==> src/include/ssa_defs.vh <==
// constants of the scan shift alignment block: register map, fields, widths
// assumes a 32-bit axi4-lite bus with byte addresses, one register per word
`ifndef SSA_DEFS_VH
`define SSA_DEFS_VH

// bus, byte, counter and position widths
`define SSA_ADDR_W 5
`define SSA_DATA_W 32
`define SSA_BYTE 8
`define SSA_CNT_W 16
`define SSA_POS_W 3

// register byte addresses
`define SSA_OFS_CFG_A 5'h00
`define SSA_OFS_CFG_B 5'h04
`define SSA_OFS_CFG_C 5'h08
`define SSA_OFS_TX 5'h0c
`define SSA_OFS_RX 5'h10
`define SSA_OFS_STAT 5'h14
`define SSA_OFS_CNT 5'h18

// config_reg_a fields
`define SSA_A_TDO_EN 7
`define SSA_A_TDI_EN 6
`define SSA_A_TCK_EN 5
`define SSA_A_LOOP 4
`define SSA_A_MSB 3
// config_reg_b fields
`define SSA_B_TMS_LVL 4
`define SSA_B_TMS_SEL 3
// config_reg_c fields
`define SSA_C_FREE 0

// reset values
`define SSA_RST_CFG 8'h00
`define SSA_RST_CNT 16'h0000
`define SSA_RST_BYTE 8'h00

// alignment counter end of byte
`define SSA_POS_LAST 3'h7
`define SSA_POS_ZERO 3'h0
`define SSA_POS_ONE 3'h1
// returning bit lands this many history stages after its tck pulse
`define SSA_HIST_W 3

// axi responses
`define SSA_RESP_OKAY 2'b00
`define SSA_RESP_SLVERR 2'b10

`endif

==> src/rtl/ssa_sync.v <==
// two-flop synchroniser for one level arriving from outside clk_sys
// assumes the input is a plain level with no timing relation to clk_sys
`timescale 1ns/1ps
module ssa_sync (
    // clock and reset
    input wire clk_sys,
    input wire rstn,
    // level in and out
    input wire d,
    output reg q
);
    reg meta;

    // first stage feeds only the second stage
    always @(posedge clk_sys or negedge rstn) begin
        if (!rstn) begin
            meta <= 1'b0;
            q <= 1'b0;
        end else begin
            meta <= d;
            q <= meta;
        end
    end
endmodule

==> src/rtl/ssa_shifter.v <==
// one byte-wide serial shifter with parallel load, used for send and receive
// assumes load and shift are never asked in the same cycle by the caller
`timescale 1ns/1ps
`include "ssa_defs.vh"
module ssa_shifter (
    // clock and reset
    input wire clk_sys,
    input wire rstn,
    // control
    input wire load,
    input wire shift,
    input wire msb_first,
    // data
    input wire [`SSA_BYTE-1:0] load_data,
    input wire serial_in,
    output reg [`SSA_BYTE-1:0] data,
    output wire serial_out
);
    // the bit that leaves first sits at the end it shifts toward
    assign serial_out = msb_first ? data[`SSA_BYTE-1] : data[0];

    // load wins; a shift moves one bit toward the serial end
    always @(posedge clk_sys or negedge rstn) begin
        if (!rstn) begin
            data <= `SSA_RST_BYTE;
        end else if (load) begin
            data <= load_data;
        end else if (shift) begin
            if (msb_first) begin
                data <= {data[`SSA_BYTE-2:0], serial_in};
            end else begin
                data <= {serial_in, data[`SSA_BYTE-1:1]};
            end
        end
    end
endmodule

==> src/rtl/ssa_top.v <==
// scan shift alignment: gated test clock, byte-aligned send and receive shifters
// assumes an axi4-lite master on clk_sys and a chain of 1149.1 targets on the pins;
// tdi comes from the chain, outside the clock domain, and is synchronised here
`timescale 1ns/1ps
`include "ssa_defs.vh"

// Notes on behaviour
// test clock is gated copy of clk_sys
// tdi sampled on rising clk_sys only
// shift permit from buffer status and config
// one three-bit counter keeps bytes aligned
// mid-byte enable sends only remaining bits
// software leaves protected config bits while running
// targets load rising, present falling tck
// stop tck on full receive, empty send
module ssa_top (
    // clock and reset
    input wire clk_sys,
    input wire rstn,
    // axi4-lite write address
    input wire [`SSA_ADDR_W-1:0] s_axi_awaddr,
    input wire s_axi_awvalid,
    output wire s_axi_awready,
    // axi4-lite write data
    input wire [`SSA_DATA_W-1:0] s_axi_wdata,
    input wire [3:0] s_axi_wstrb,
    input wire s_axi_wvalid,
    output wire s_axi_wready,
    // axi4-lite write response
    output reg [1:0] s_axi_bresp,
    output reg s_axi_bvalid,
    input wire s_axi_bready,
    // axi4-lite read address
    input wire [`SSA_ADDR_W-1:0] s_axi_araddr,
    input wire s_axi_arvalid,
    output wire s_axi_arready,
    // axi4-lite read data
    output reg [`SSA_DATA_W-1:0] s_axi_rdata,
    output reg [1:0] s_axi_rresp,
    output reg s_axi_rvalid,
    input wire s_axi_rready,
    // scan pins
    output wire tck,
    output reg tdo,
    output reg tms0,
    output reg tms1,
    input wire tdi
);
    // configuration and counters
    reg [`SSA_BYTE-1:0] config_reg_a;
    reg [`SSA_BYTE-1:0] config_reg_b;
    reg [`SSA_BYTE-1:0] config_reg_c;
    reg [`SSA_CNT_W-1:0] shift_count;
    reg [`SSA_POS_W-1:0] bit_pos;
    reg tck_run;
    reg tck_gate;
    // send side
    reg [`SSA_BYTE-1:0] tx_hold;
    reg tx_full;
    reg tx_active;
    // receive side
    reg [`SSA_BYTE-1:0] rx_hold;
    reg rx_full;
    reg [`SSA_HIST_W-1:0] hist_take;
    reg [`SSA_HIST_W-1:0] hist_last;
    // bus state
    reg aw_hold;
    reg w_hold;
    reg [`SSA_ADDR_W-1:0] aw_addr;
    reg [`SSA_DATA_W-1:0] w_data;
    reg [3:0] w_strb;

    wire tdo_en = config_reg_a[`SSA_A_TDO_EN];
    wire tdi_en = config_reg_a[`SSA_A_TDI_EN];
    wire tck_en = config_reg_a[`SSA_A_TCK_EN];
    wire loop_en = config_reg_a[`SSA_A_LOOP];
    wire msb_first = config_reg_a[`SSA_A_MSB];
    wire free_run = config_reg_c[`SSA_C_FREE];

    wire tdi_sync;
    wire [`SSA_BYTE-1:0] tx_data;
    wire [`SSA_BYTE-1:0] rx_data;
    wire tx_bit;

    // tdi synchroniser
    // the pin is only ever sampled by clk_sys; tck never clocks anything here
    ssa_sync u_tdi_sync (
        .clk_sys(clk_sys),
        .rstn(rstn),
        .d(tdi),
        .q(tdi_sync)
    );

    // bus handshakes: one write and one read in flight
    assign s_axi_awready = !aw_hold && !s_axi_bvalid;
    assign s_axi_wready = !w_hold && !s_axi_bvalid;
    assign s_axi_arready = !s_axi_rvalid;

    wire do_write = aw_hold && w_hold && !s_axi_bvalid;
    wire do_read = s_axi_arvalid && s_axi_arready;
    wire wr_tx = do_write && (aw_addr == `SSA_OFS_TX) && w_strb[0];
    wire rd_rx = do_read && (s_axi_araddr == `SSA_OFS_RX);

    // pulse bookkeeping: a pulse is issued in the cycle after tck_run is seen
    wire pulse = tck_run;
    wire last_bit = pulse && (bit_pos == `SSA_POS_LAST);
    wire [`SSA_POS_W-1:0] pos_after = pulse ? bit_pos + `SSA_POS_ONE : bit_pos;
    wire [`SSA_CNT_W-1:0] cnt_after = (pulse && !free_run) ?
        shift_count - {{(`SSA_CNT_W-1){1'b0}}, 1'b1} : shift_count;

    // send shifter reload
    // it loads whenever enabled, idle and tx_full is set, even mid-byte, so only the
    // remaining positions up to the byte boundary get sent
    wire tx_load = tdo_en && !tx_active && tx_full;
    wire tx_active_after = tx_active && !last_bit;

    // receive path idle: nothing in flight and the holding byte read
    wire rx_idle = !rx_full && (hist_take == {`SSA_HIST_W{1'b0}}) &&
        !(pulse && tdi_en);

    // shift permit
    // a byte is only started when each enabled side is ready for a whole byte;
    // inside a byte the buffers are not checked; only run enable and the count matter
    reg next_tck_run;
    always @* begin
        next_tck_run = 1'b0;
        if (tck_en && (free_run || cnt_after != {`SSA_CNT_W{1'b0}})) begin
            if (pos_after != `SSA_POS_ZERO) begin
                next_tck_run = 1'b1;
            end else begin
                // no start on empty send or full receive
                next_tck_run = (!tdo_en || tx_active_after) && (!tdi_en || rx_idle);
            end
        end
    end

    // run flag and alignment counter
    always @(posedge clk_sys or negedge rstn) begin
        if (!rstn) begin
            tck_run <= 1'b0;
            bit_pos <= `SSA_POS_ZERO;
            shift_count <= `SSA_RST_CNT;
        end else begin
            tck_run <= next_tck_run;
            // single byte counter
            bit_pos <= pos_after;
            if (do_write && aw_addr == `SSA_OFS_CNT) begin
                // software writes win; the count is not expected to move mid-run
                shift_count[7:0] <= w_strb[0] ? w_data[7:0] : cnt_after[7:0];
                shift_count[15:8] <= w_strb[1] ? w_data[15:8] : cnt_after[15:8];
            end else begin
                shift_count <= cnt_after;
            end
        end
    end

    // glitch-free gate
    // the enable changes only while clk_sys is low, so tck pulses are whole
    always @(negedge clk_sys or negedge rstn) begin
        if (!rstn) begin
            tck_gate <= 1'b0;
        end else begin
            tck_gate <= tck_run;
        end
    end

    // gated test clock
    assign tck = clk_sys & tck_gate;

    // send holding byte; a new load from the bus beats the transfer out
    always @(posedge clk_sys or negedge rstn) begin
        if (!rstn) begin
            tx_hold <= `SSA_RST_BYTE;
            tx_full <= 1'b0;
        end else begin
            if (wr_tx) begin
                tx_hold <= w_data[`SSA_BYTE-1:0];
            end
            if (wr_tx) begin
                tx_full <= 1'b1;
            end else if (tx_load) begin
                tx_full <= 1'b0;
            end
        end
    end

    // send shifter state
    always @(posedge clk_sys or negedge rstn) begin
        if (!rstn) begin
            tx_active <= 1'b0;
        end else if (tx_load) begin
            tx_active <= 1'b1;
        end else if (last_bit) begin
            tx_active <= 1'b0;
        end
    end

    ssa_shifter u_tx (
        .clk_sys(clk_sys),
        .rstn(rstn),
        .load(tx_load),
        .shift(pulse && tx_active),
        .msb_first(msb_first),
        .load_data(tx_hold),
        .serial_in(1'b0),
        .data(tx_data),
        .serial_out(tx_bit)
    );

    // tdo timing
    // targets sample on the rising tck edge; tdo moves on the same clk_sys
    // edge through the flop, so the old bit is what the target takes
    always @(posedge clk_sys or negedge rstn) begin
        if (!rstn) begin
            tdo <= 1'b0;
        end else if (loop_en) begin
            tdo <= tdi_sync;
        end else if (tx_load) begin
            tdo <= msb_first ? tx_hold[`SSA_BYTE-1] : tx_hold[0];
        end else if (pulse && tx_active && !last_bit) begin
            tdo <= msb_first ? tx_data[`SSA_BYTE-2] : tx_data[1];
        end else if (!tx_active || last_bit) begin
            tdo <= 1'b0;
        end
    end

    // return alignment
    // targets present on the falling edge of the pulse; the bit then takes
    // the sampling edge plus two sync stages, so it lands three stages late
    always @(posedge clk_sys or negedge rstn) begin
        if (!rstn) begin
            hist_take <= {`SSA_HIST_W{1'b0}};
            hist_last <= {`SSA_HIST_W{1'b0}};
        end else begin
            hist_take <= {hist_take[`SSA_HIST_W-2:0], pulse && tdi_en};
            hist_last <= {hist_last[`SSA_HIST_W-2:0], last_bit};
        end
    end

    wire rx_take = hist_take[`SSA_HIST_W-1];
    wire rx_done = rx_take && hist_last[`SSA_HIST_W-1];

    ssa_shifter u_rx (
        .clk_sys(clk_sys),
        .rstn(rstn),
        .load(1'b0),
        .shift(rx_take),
        .msb_first(msb_first),
        .load_data(`SSA_RST_BYTE),
        .serial_in(tdi_sync),
        .data(rx_data),
        .serial_out()
    );

    // receive holding byte; a completing byte beats a read that clears it
    always @(posedge clk_sys or negedge rstn) begin
        if (!rstn) begin
            rx_hold <= `SSA_RST_BYTE;
            rx_full <= 1'b0;
        end else if (rx_done) begin
            rx_hold <= msb_first ? {rx_data[`SSA_BYTE-2:0], tdi_sync} :
                {tdi_sync, rx_data[`SSA_BYTE-1:1]};
            rx_full <= 1'b1;
        end else if (rd_rx) begin
            rx_full <= 1'b0;
        end
    end

    // tms levels follow config_reg_b; the unselected chain is held low
    always @(posedge clk_sys or negedge rstn) begin
        if (!rstn) begin
            tms0 <= 1'b0;
            tms1 <= 1'b0;
        end else begin
            tms0 <= !config_reg_b[`SSA_B_TMS_SEL] && config_reg_b[`SSA_B_TMS_LVL];
            tms1 <= config_reg_b[`SSA_B_TMS_SEL] && config_reg_b[`SSA_B_TMS_LVL];
        end
    end

    // write channel capture; address and data may come in either order
    always @(posedge clk_sys or negedge rstn) begin
        if (!rstn) begin
            aw_hold <= 1'b0;
            w_hold <= 1'b0;
            aw_addr <= {`SSA_ADDR_W{1'b0}};
            w_data <= {`SSA_DATA_W{1'b0}};
            w_strb <= 4'h0;
        end else begin
            if (s_axi_awvalid && s_axi_awready) begin
                aw_hold <= 1'b1;
                aw_addr <= s_axi_awaddr;
            end else if (do_write) begin
                aw_hold <= 1'b0;
            end
            if (s_axi_wvalid && s_axi_wready) begin
                w_hold <= 1'b1;
                w_data <= s_axi_wdata;
                w_strb <= s_axi_wstrb;
            end else if (do_write) begin
                w_hold <= 1'b0;
            end
        end
    end

    // config writes
    // writes are taken as given; changing the protected fields mid-run
    // would break byte alignment, and software is trusted not to
    always @(posedge clk_sys or negedge rstn) begin
        if (!rstn) begin
            config_reg_a <= `SSA_RST_CFG;
            config_reg_b <= `SSA_RST_CFG;
            config_reg_c <= `SSA_RST_CFG;
        end else if (do_write && w_strb[0]) begin
            if (aw_addr == `SSA_OFS_CFG_A) begin
                config_reg_a <= w_data[`SSA_BYTE-1:0];
            end
            if (aw_addr == `SSA_OFS_CFG_B) begin
                config_reg_b <= w_data[`SSA_BYTE-1:0];
            end
            if (aw_addr == `SSA_OFS_CFG_C) begin
                config_reg_c <= w_data[`SSA_BYTE-1:0];
            end
        end
    end

    // write decode: the status and receive words are read only
    wire wr_mapped = (aw_addr == `SSA_OFS_CFG_A) || (aw_addr == `SSA_OFS_CFG_B) ||
        (aw_addr == `SSA_OFS_CFG_C) || (aw_addr == `SSA_OFS_TX) ||
        (aw_addr == `SSA_OFS_CNT);

    // write response
    always @(posedge clk_sys or negedge rstn) begin
        if (!rstn) begin
            s_axi_bvalid <= 1'b0;
            s_axi_bresp <= `SSA_RESP_OKAY;
        end else if (do_write) begin
            s_axi_bvalid <= 1'b1;
            s_axi_bresp <= wr_mapped ? `SSA_RESP_OKAY : `SSA_RESP_SLVERR;
        end else if (s_axi_bready) begin
            s_axi_bvalid <= 1'b0;
        end
    end

    // read mux; unmapped words read zero with an error response
    reg [`SSA_DATA_W-1:0] rd_word;
    reg rd_ok;
    always @* begin
        rd_word = {`SSA_DATA_W{1'b0}};
        rd_ok = 1'b1;
        case (s_axi_araddr)
            `SSA_OFS_CFG_A: rd_word[`SSA_BYTE-1:0] = config_reg_a;
            `SSA_OFS_CFG_B: rd_word[`SSA_BYTE-1:0] = config_reg_b;
            `SSA_OFS_CFG_C: rd_word[`SSA_BYTE-1:0] = config_reg_c;
            `SSA_OFS_TX: rd_word[`SSA_BYTE-1:0] = tx_hold;
            `SSA_OFS_RX: rd_word[`SSA_BYTE-1:0] = rx_hold;
            `SSA_OFS_STAT: rd_word[`SSA_BYTE-1:0] = {tck_run, tx_active, tx_full,
                rx_full, 1'b0, bit_pos};
            `SSA_OFS_CNT: rd_word[`SSA_CNT_W-1:0] = shift_count;
            default: rd_ok = 1'b0;
        endcase
    end

    // read response
    always @(posedge clk_sys or negedge rstn) begin
        if (!rstn) begin
            s_axi_rvalid <= 1'b0;
            s_axi_rdata <= {`SSA_DATA_W{1'b0}};
            s_axi_rresp <= `SSA_RESP_OKAY;
        end else if (do_read) begin
            s_axi_rvalid <= 1'b1;
            s_axi_rdata <= rd_word;
            s_axi_rresp <= rd_ok ? `SSA_RESP_OKAY : `SSA_RESP_SLVERR;
        end else if (s_axi_rready) begin
            s_axi_rvalid <= 1'b0;
        end
    end
endmodule

==> config.mk <==
export PLATFORM = sky130hd
export DESIGN_NAME = ssa_top
export DESIGN_NICKNAME = d
export VERILOG_FILES = /design/src/rtl/ssa_sync.v /design/src/rtl/ssa_shifter.v /design/src/rtl/ssa_top.v
export VERILOG_INCLUDE_DIRS = /design/src /design/src/include
export SDC_FILE = /design/constraint.sdc
export NUM_CORES = 1
export LEC_CHECK = 0
export BUFFER_PORTS_ARGS = -buffer_cell sky130_fd_sc_hd__buf_2
export CORE_ASPECT_RATIO = 0.7
export CORE_MARGIN = 4
export CORE_UTILIZATION = 30
export CTS_CLUSTER_SIZE = 20
export DETAILED_ROUTE_END_ITERATION = 12
export PLACE_DENSITY = 0.6
export SYNTH_ARGS = -nofsm -noshare
export SYNTH_HDL_FRONTEND = slang
export SYNTH_SLANG_ARGS = --single-unit
==> constraint.sdc <==
create_clock -name clk_sys -period 4.9 [get_ports clk_sys]
set_input_delay 1.225 -clock clk_sys [delete_from_list [all_inputs] [get_ports clk_sys]]
set_output_delay 1.225 -clock clk_sys [all_outputs]
set_load 0.02 [all_outputs]
# After elaboration in Yosys (flattened, before gate mapping)
# Index checks and enable logic that the tools add are counted.
classes:
  addsub: 2
  muxes: 35
  n_shift: 0
  n_bitwise: 1
  reduce_logical: 65
  n_div: 0
  mul: 0
  eq_ne: 11
  n_lt_le_gt_ge: 0
ops:
  columns: ["op", "count"]
  rows:
  - ["8-bit two-way mux", 7]
  - ["8-bit case mux with 7 select lines", 1]
  - ["16-bit two-way mux", 2]
  - ["1-bit logical AND", 27]
  - ["1-bit two-way mux", 22]
  - ["5-bit by 4-bit == test with 1-bit output (second input constant)", 4]
  - ["5-bit == test (second input constant)", 4]
  - ["16-bit nonzero test", 1]
  - ["2-bit nonzero test", 8]
  - ["16-bit by 1-bit subtractor with 16-bit output (second input constant)", 1]
  - ["1-bit logical NOT", 12]
  - ["5-bit by 3-bit == test with 1-bit output (second input constant)", 2]
  - ["5-bit logical NOT", 2]
  - ["1-bit logical OR", 8]
  - ["7-bit OR reduction", 1]
  - ["2-bit AND reduction", 3]
  - ["2-bit two-way mux", 2]
  - ["4-bit nonzero test", 1]
  - ["3-bit by 1-bit adder with 3-bit output (second input constant)", 1]
  - ["3-bit == test (second input constant)", 1]
  - ["3-bit logical NOT", 1]
  - ["3-bit two-way mux", 1]
  - ["3-bit nonzero test", 1]
  - ["1-bit AND", 1]
totals:
  latch_bits: 0
  word_cells: 145
  romBits: 0
  ramBits: 0
  inputBits: 54
  memories: 0
  reg_bits: 138
  output_inout_bits: 45

# Logic depth before layout (Yosys ltp)
logic_depth:
  depth_word: 8
  depth_mapped: 8
  depth_no_buf: 7

# Cells and area by module
# A second synthesis with hierarchy kept.
hier_totals:
  hier_cells: 596
  area_unflattened_um2: 6658.9
by_module_without_submodules:
  columns: ["module", "area_each_um2", "n_inst", "cells_per_inst", "seq_area_each_um2"]
  rows:
  - ["ssa_top", 5630.4, 1, 504, 2952.8]
  - ["ssa_shifter", 489.2, 2, 45, 200.2]
  - ["ssa_sync", 50.0, 1, 2, 50.0]

==> results.sh <==
export IMPL_crit_path_end_kind="output pin"
export IMPL_critPathKind="reg2out"
export IMPL_report_final_hold_viol_count=0
export IMPL_die_area_mm2=0.0233
export IMPL_ys_seq_area_frac=0.543
export IMPL_slew_viol_final=0
export IMPL_cpLargestDelayFamily="flip-flops"
export IMPL_first_pass_iters=5
export IMPL_p_leak_nw=3.48
export IMPL_yosysMostFrequentCell="dfrtp_1"
export IMPL_port_buffers=62
export IMPL_synth_edf_count=0
export IMPL_syn_inst=566
export IMPL_diodes=0
export IMPL_tightestPinTransition_ns=0.977
export IMPL_required_ns=3.67
export IMPL_syn_area_mm2=0.00626
export IMPL_crit_arrival_ns=3.62
export IMPL_die_h_um=129
export IMPL_start_kind="register"
export IMPL_grt_pass1_wl_mm=24.7
export IMPL_clock_skew_final_ns=0.00878
export IMPL_start_util=0.311
export IMPL_gp_congestion=0.805
export IMPL_netlist_area_leader_share=0.539
export IMPL_hpwlAfterDp_mm=10.7
export IMPL_grt_max_degree=64
export IMPL_overflow=0
export IMPL_fin_nets=678
export IMPL_path_max_fanout=1
export IMPL_synth_area_leaders="dfrtp_1 54%, mux2_2 11%, a21oi_1 3.4%"
export IMPL_clk_pin_slew_ns=0.06
export IMPL_cp_buffers_inverters=1
export IMPL_rsz0062_at_grt="no"
export IMPL_max_stage_delay_ns=0.38
export IMPL_post_cts_setup_buffers=0
export IMPL_rows=43
export IMPL_ys_flop_type="dfrtp_1"
export IMPL_wl_per_cell_um=17.0
export IMPL_drive_above_1_share=0.265
export IMPL_route_detailed_drc=0
export IMPL_cp_cell_sequence="and2_1, buf_2"
export IMPL_max_slew_margin=0.349
export IMPL_synth_async_reset_ratio=1.00
export IMPL_holdBufCountCts=0
export IMPL_synthTopCellsByCount="135 x dfrtp_1, 62 x mux2_2, 55 x nor2_1, 42 x a21oi_1, 42 x nand2_1"
export IMPL_cts_tree="yes"
export IMPL_synth_area_leader_cell="dfrtp_1"
export IMPL_synth_avg_cell_area_um2=11.1
export IMPL_wl_mm=15.4
export IMPL_ant_nets=0
export IMPL_ys_ff_latch=136
export IMPL_ios=99
export IMPL_drt_iter0_drc=368
export IMPL_cts_resized=0
export IMPL_setup_viol=0
export IMPL_track_usage=0.137
export IMPL_antenna_found_initial=2
export IMPL_power_total_mw=4.15
export IMPL_yosysUniqueCellTypes=52
export IMPL_syn2layout_area_growth_pct=19.2
export IMPL_status="complete, no violations"
export IMPL_slowest_stage="dfrtn_1"
export IMPL_holdCritPathClass="reg2reg"
export IMPL_grt_pass1_vias=4336
export IMPL_ys_warn_count=0
export IMPL_core_area_mm2=0.0202
export IMPL_post_route_util=0.370
export IMPL_powerDensity_mw_per_mm2=555
export IMPL_peakVddDrop_mv=0.333
export IMPL_vias_per_cell=4.98
export IMPL_fp_dieW_um=181
export IMPL_clk_latency_ns=0.53
export IMPL_max_cap_violations=0
export IMPL_vias=4505
export IMPL_tns_ns=0
registers in the layout, summed over array words and instances, names as in the netlist, 2 cells and up:
name / cells
rx_hold: 8
config_reg_c: 8
tx_hold: 8
shift_count: 16
aw_addr: 5
bit_pos: 3
s_axi_rdata: 16
w_strb: 2
u_tx.data: 8
hist_last: 3
u_rx.data: 8
w_data: 16
hist_take: 3
config_reg_b: 8
config_reg_a: 8
cell families (layout without fill, tap and decap cells):
family,after synthesis,in the layout,synth area share
DFF,136,136,0.543
adders and majority gates,3,3,0.00599
and+or+nand+nor,175,175,0.139
xor gates and xnor gates,16,16,0.0224
other,1,18,0.000599
buffers and inverters,55,106,0.0447
muxes,83,83,0.147
AOI/OAI and AO/OA,97,97,0.0967
area by class of cell:
class	count	area (um2)
Sequential cell	136	3400
Clock inverter	13	191
Inverter	6	22.5
Tap cell	270	338
Fill cell	2010	12700
Timing Repair Buffer	64	334
Clock buffer	23	533
Multi-Input combinational cell	392	2650
final timing paths:
check                        startpoint            to  slack (ns)  depth (start not counted)
max                            tck_gate           tck        0.05                          2
min                        hist_last[1]  hist_last[2]        0.34                          0
max reg2reg                       pulse      tck_gate        1.51                          0
min reg2reg                hist_last[1]  hist_last[2]        0.34                          0
max in group asynchronous          rstn      tck_gate        1.79                          1
min in group asynchronous          rstn  u_tdi_sync.q        0.54                          1
cell usage in the layout (no fill, tap or decap), types with 2 or more instances in the layout:
cell / count
a21o_1: 3
a21oi_1: 42
a221o_1: 2
a22o_1: 8
a22oi_1: 12
a31oi_1: 2
a32oi_1: 5
and2_1: 10
and3b_1: 3
buf_2: 61
buf_4: 3
bufinv_16: 4
clkbuf_16: 20
clkbuf_8: 2
clkinvlp_4: 3
conb_1: 18
dfrtp_1: 135
ha_1: 3
inv_1: 6
inv_6: 4
mux2_2: 62
mux2i_1: 20
nand2_1: 42
nand2b_1: 4
nand3_1: 25
nand3b_1: 2
nand4_1: 5
nor2_1: 55
nor2b_1: 5
nor3_1: 5
nor4_1: 4
nor4b_1: 2
o21ai_0: 17
or4_1: 2
xnor2_1: 6
xor2_1: 10
report_power, final:
| group | total [mW] | switching, mW | internal [mW] |
|---|---|---|---|
| combinational | 0.814 | 0.407 | 0.408 |
| sequential | 1.81 | 0.399 | 1.41 |
| clock | 1.52 | 0.528 | 0.992 |
| total | 4.15 | 1.33 | 2.81 |
routing by layer:
layer | up-vias | share of wire | routed length (um) | global-route usage
met5 | - | 0.0014 | 22 | 0
met3 | 19 | 0.084 | 1300 | 0.0514
met4 | 4 | 0.0083 | 128 | 0.0396
li1 | 2097 | - | - | -
met2 | 171 | 0.38 | 5790 | 0.165
met1 | 2214 | 0.53 | 8170 | 0.220
metrics by stage:
step / area, um2 / instances / setup WS (ns) / hold WS, ns
after global placement: 6750 / 869 / 0.624 / 0.334
after detailed placement: 6750 / 869 / 0.618 / 0.335
after floorplan: 6330 / 583 / 0.650 / 0.331
after CTS: 7470 / 904 / 0.0431 / 0.343
after global routing: 7470 / 904 / 0.0163 / 0.360
final: 7470 / 904 / 0.0545 / 0.344
No activity file was read; power rests on OpenSTA's default activity.
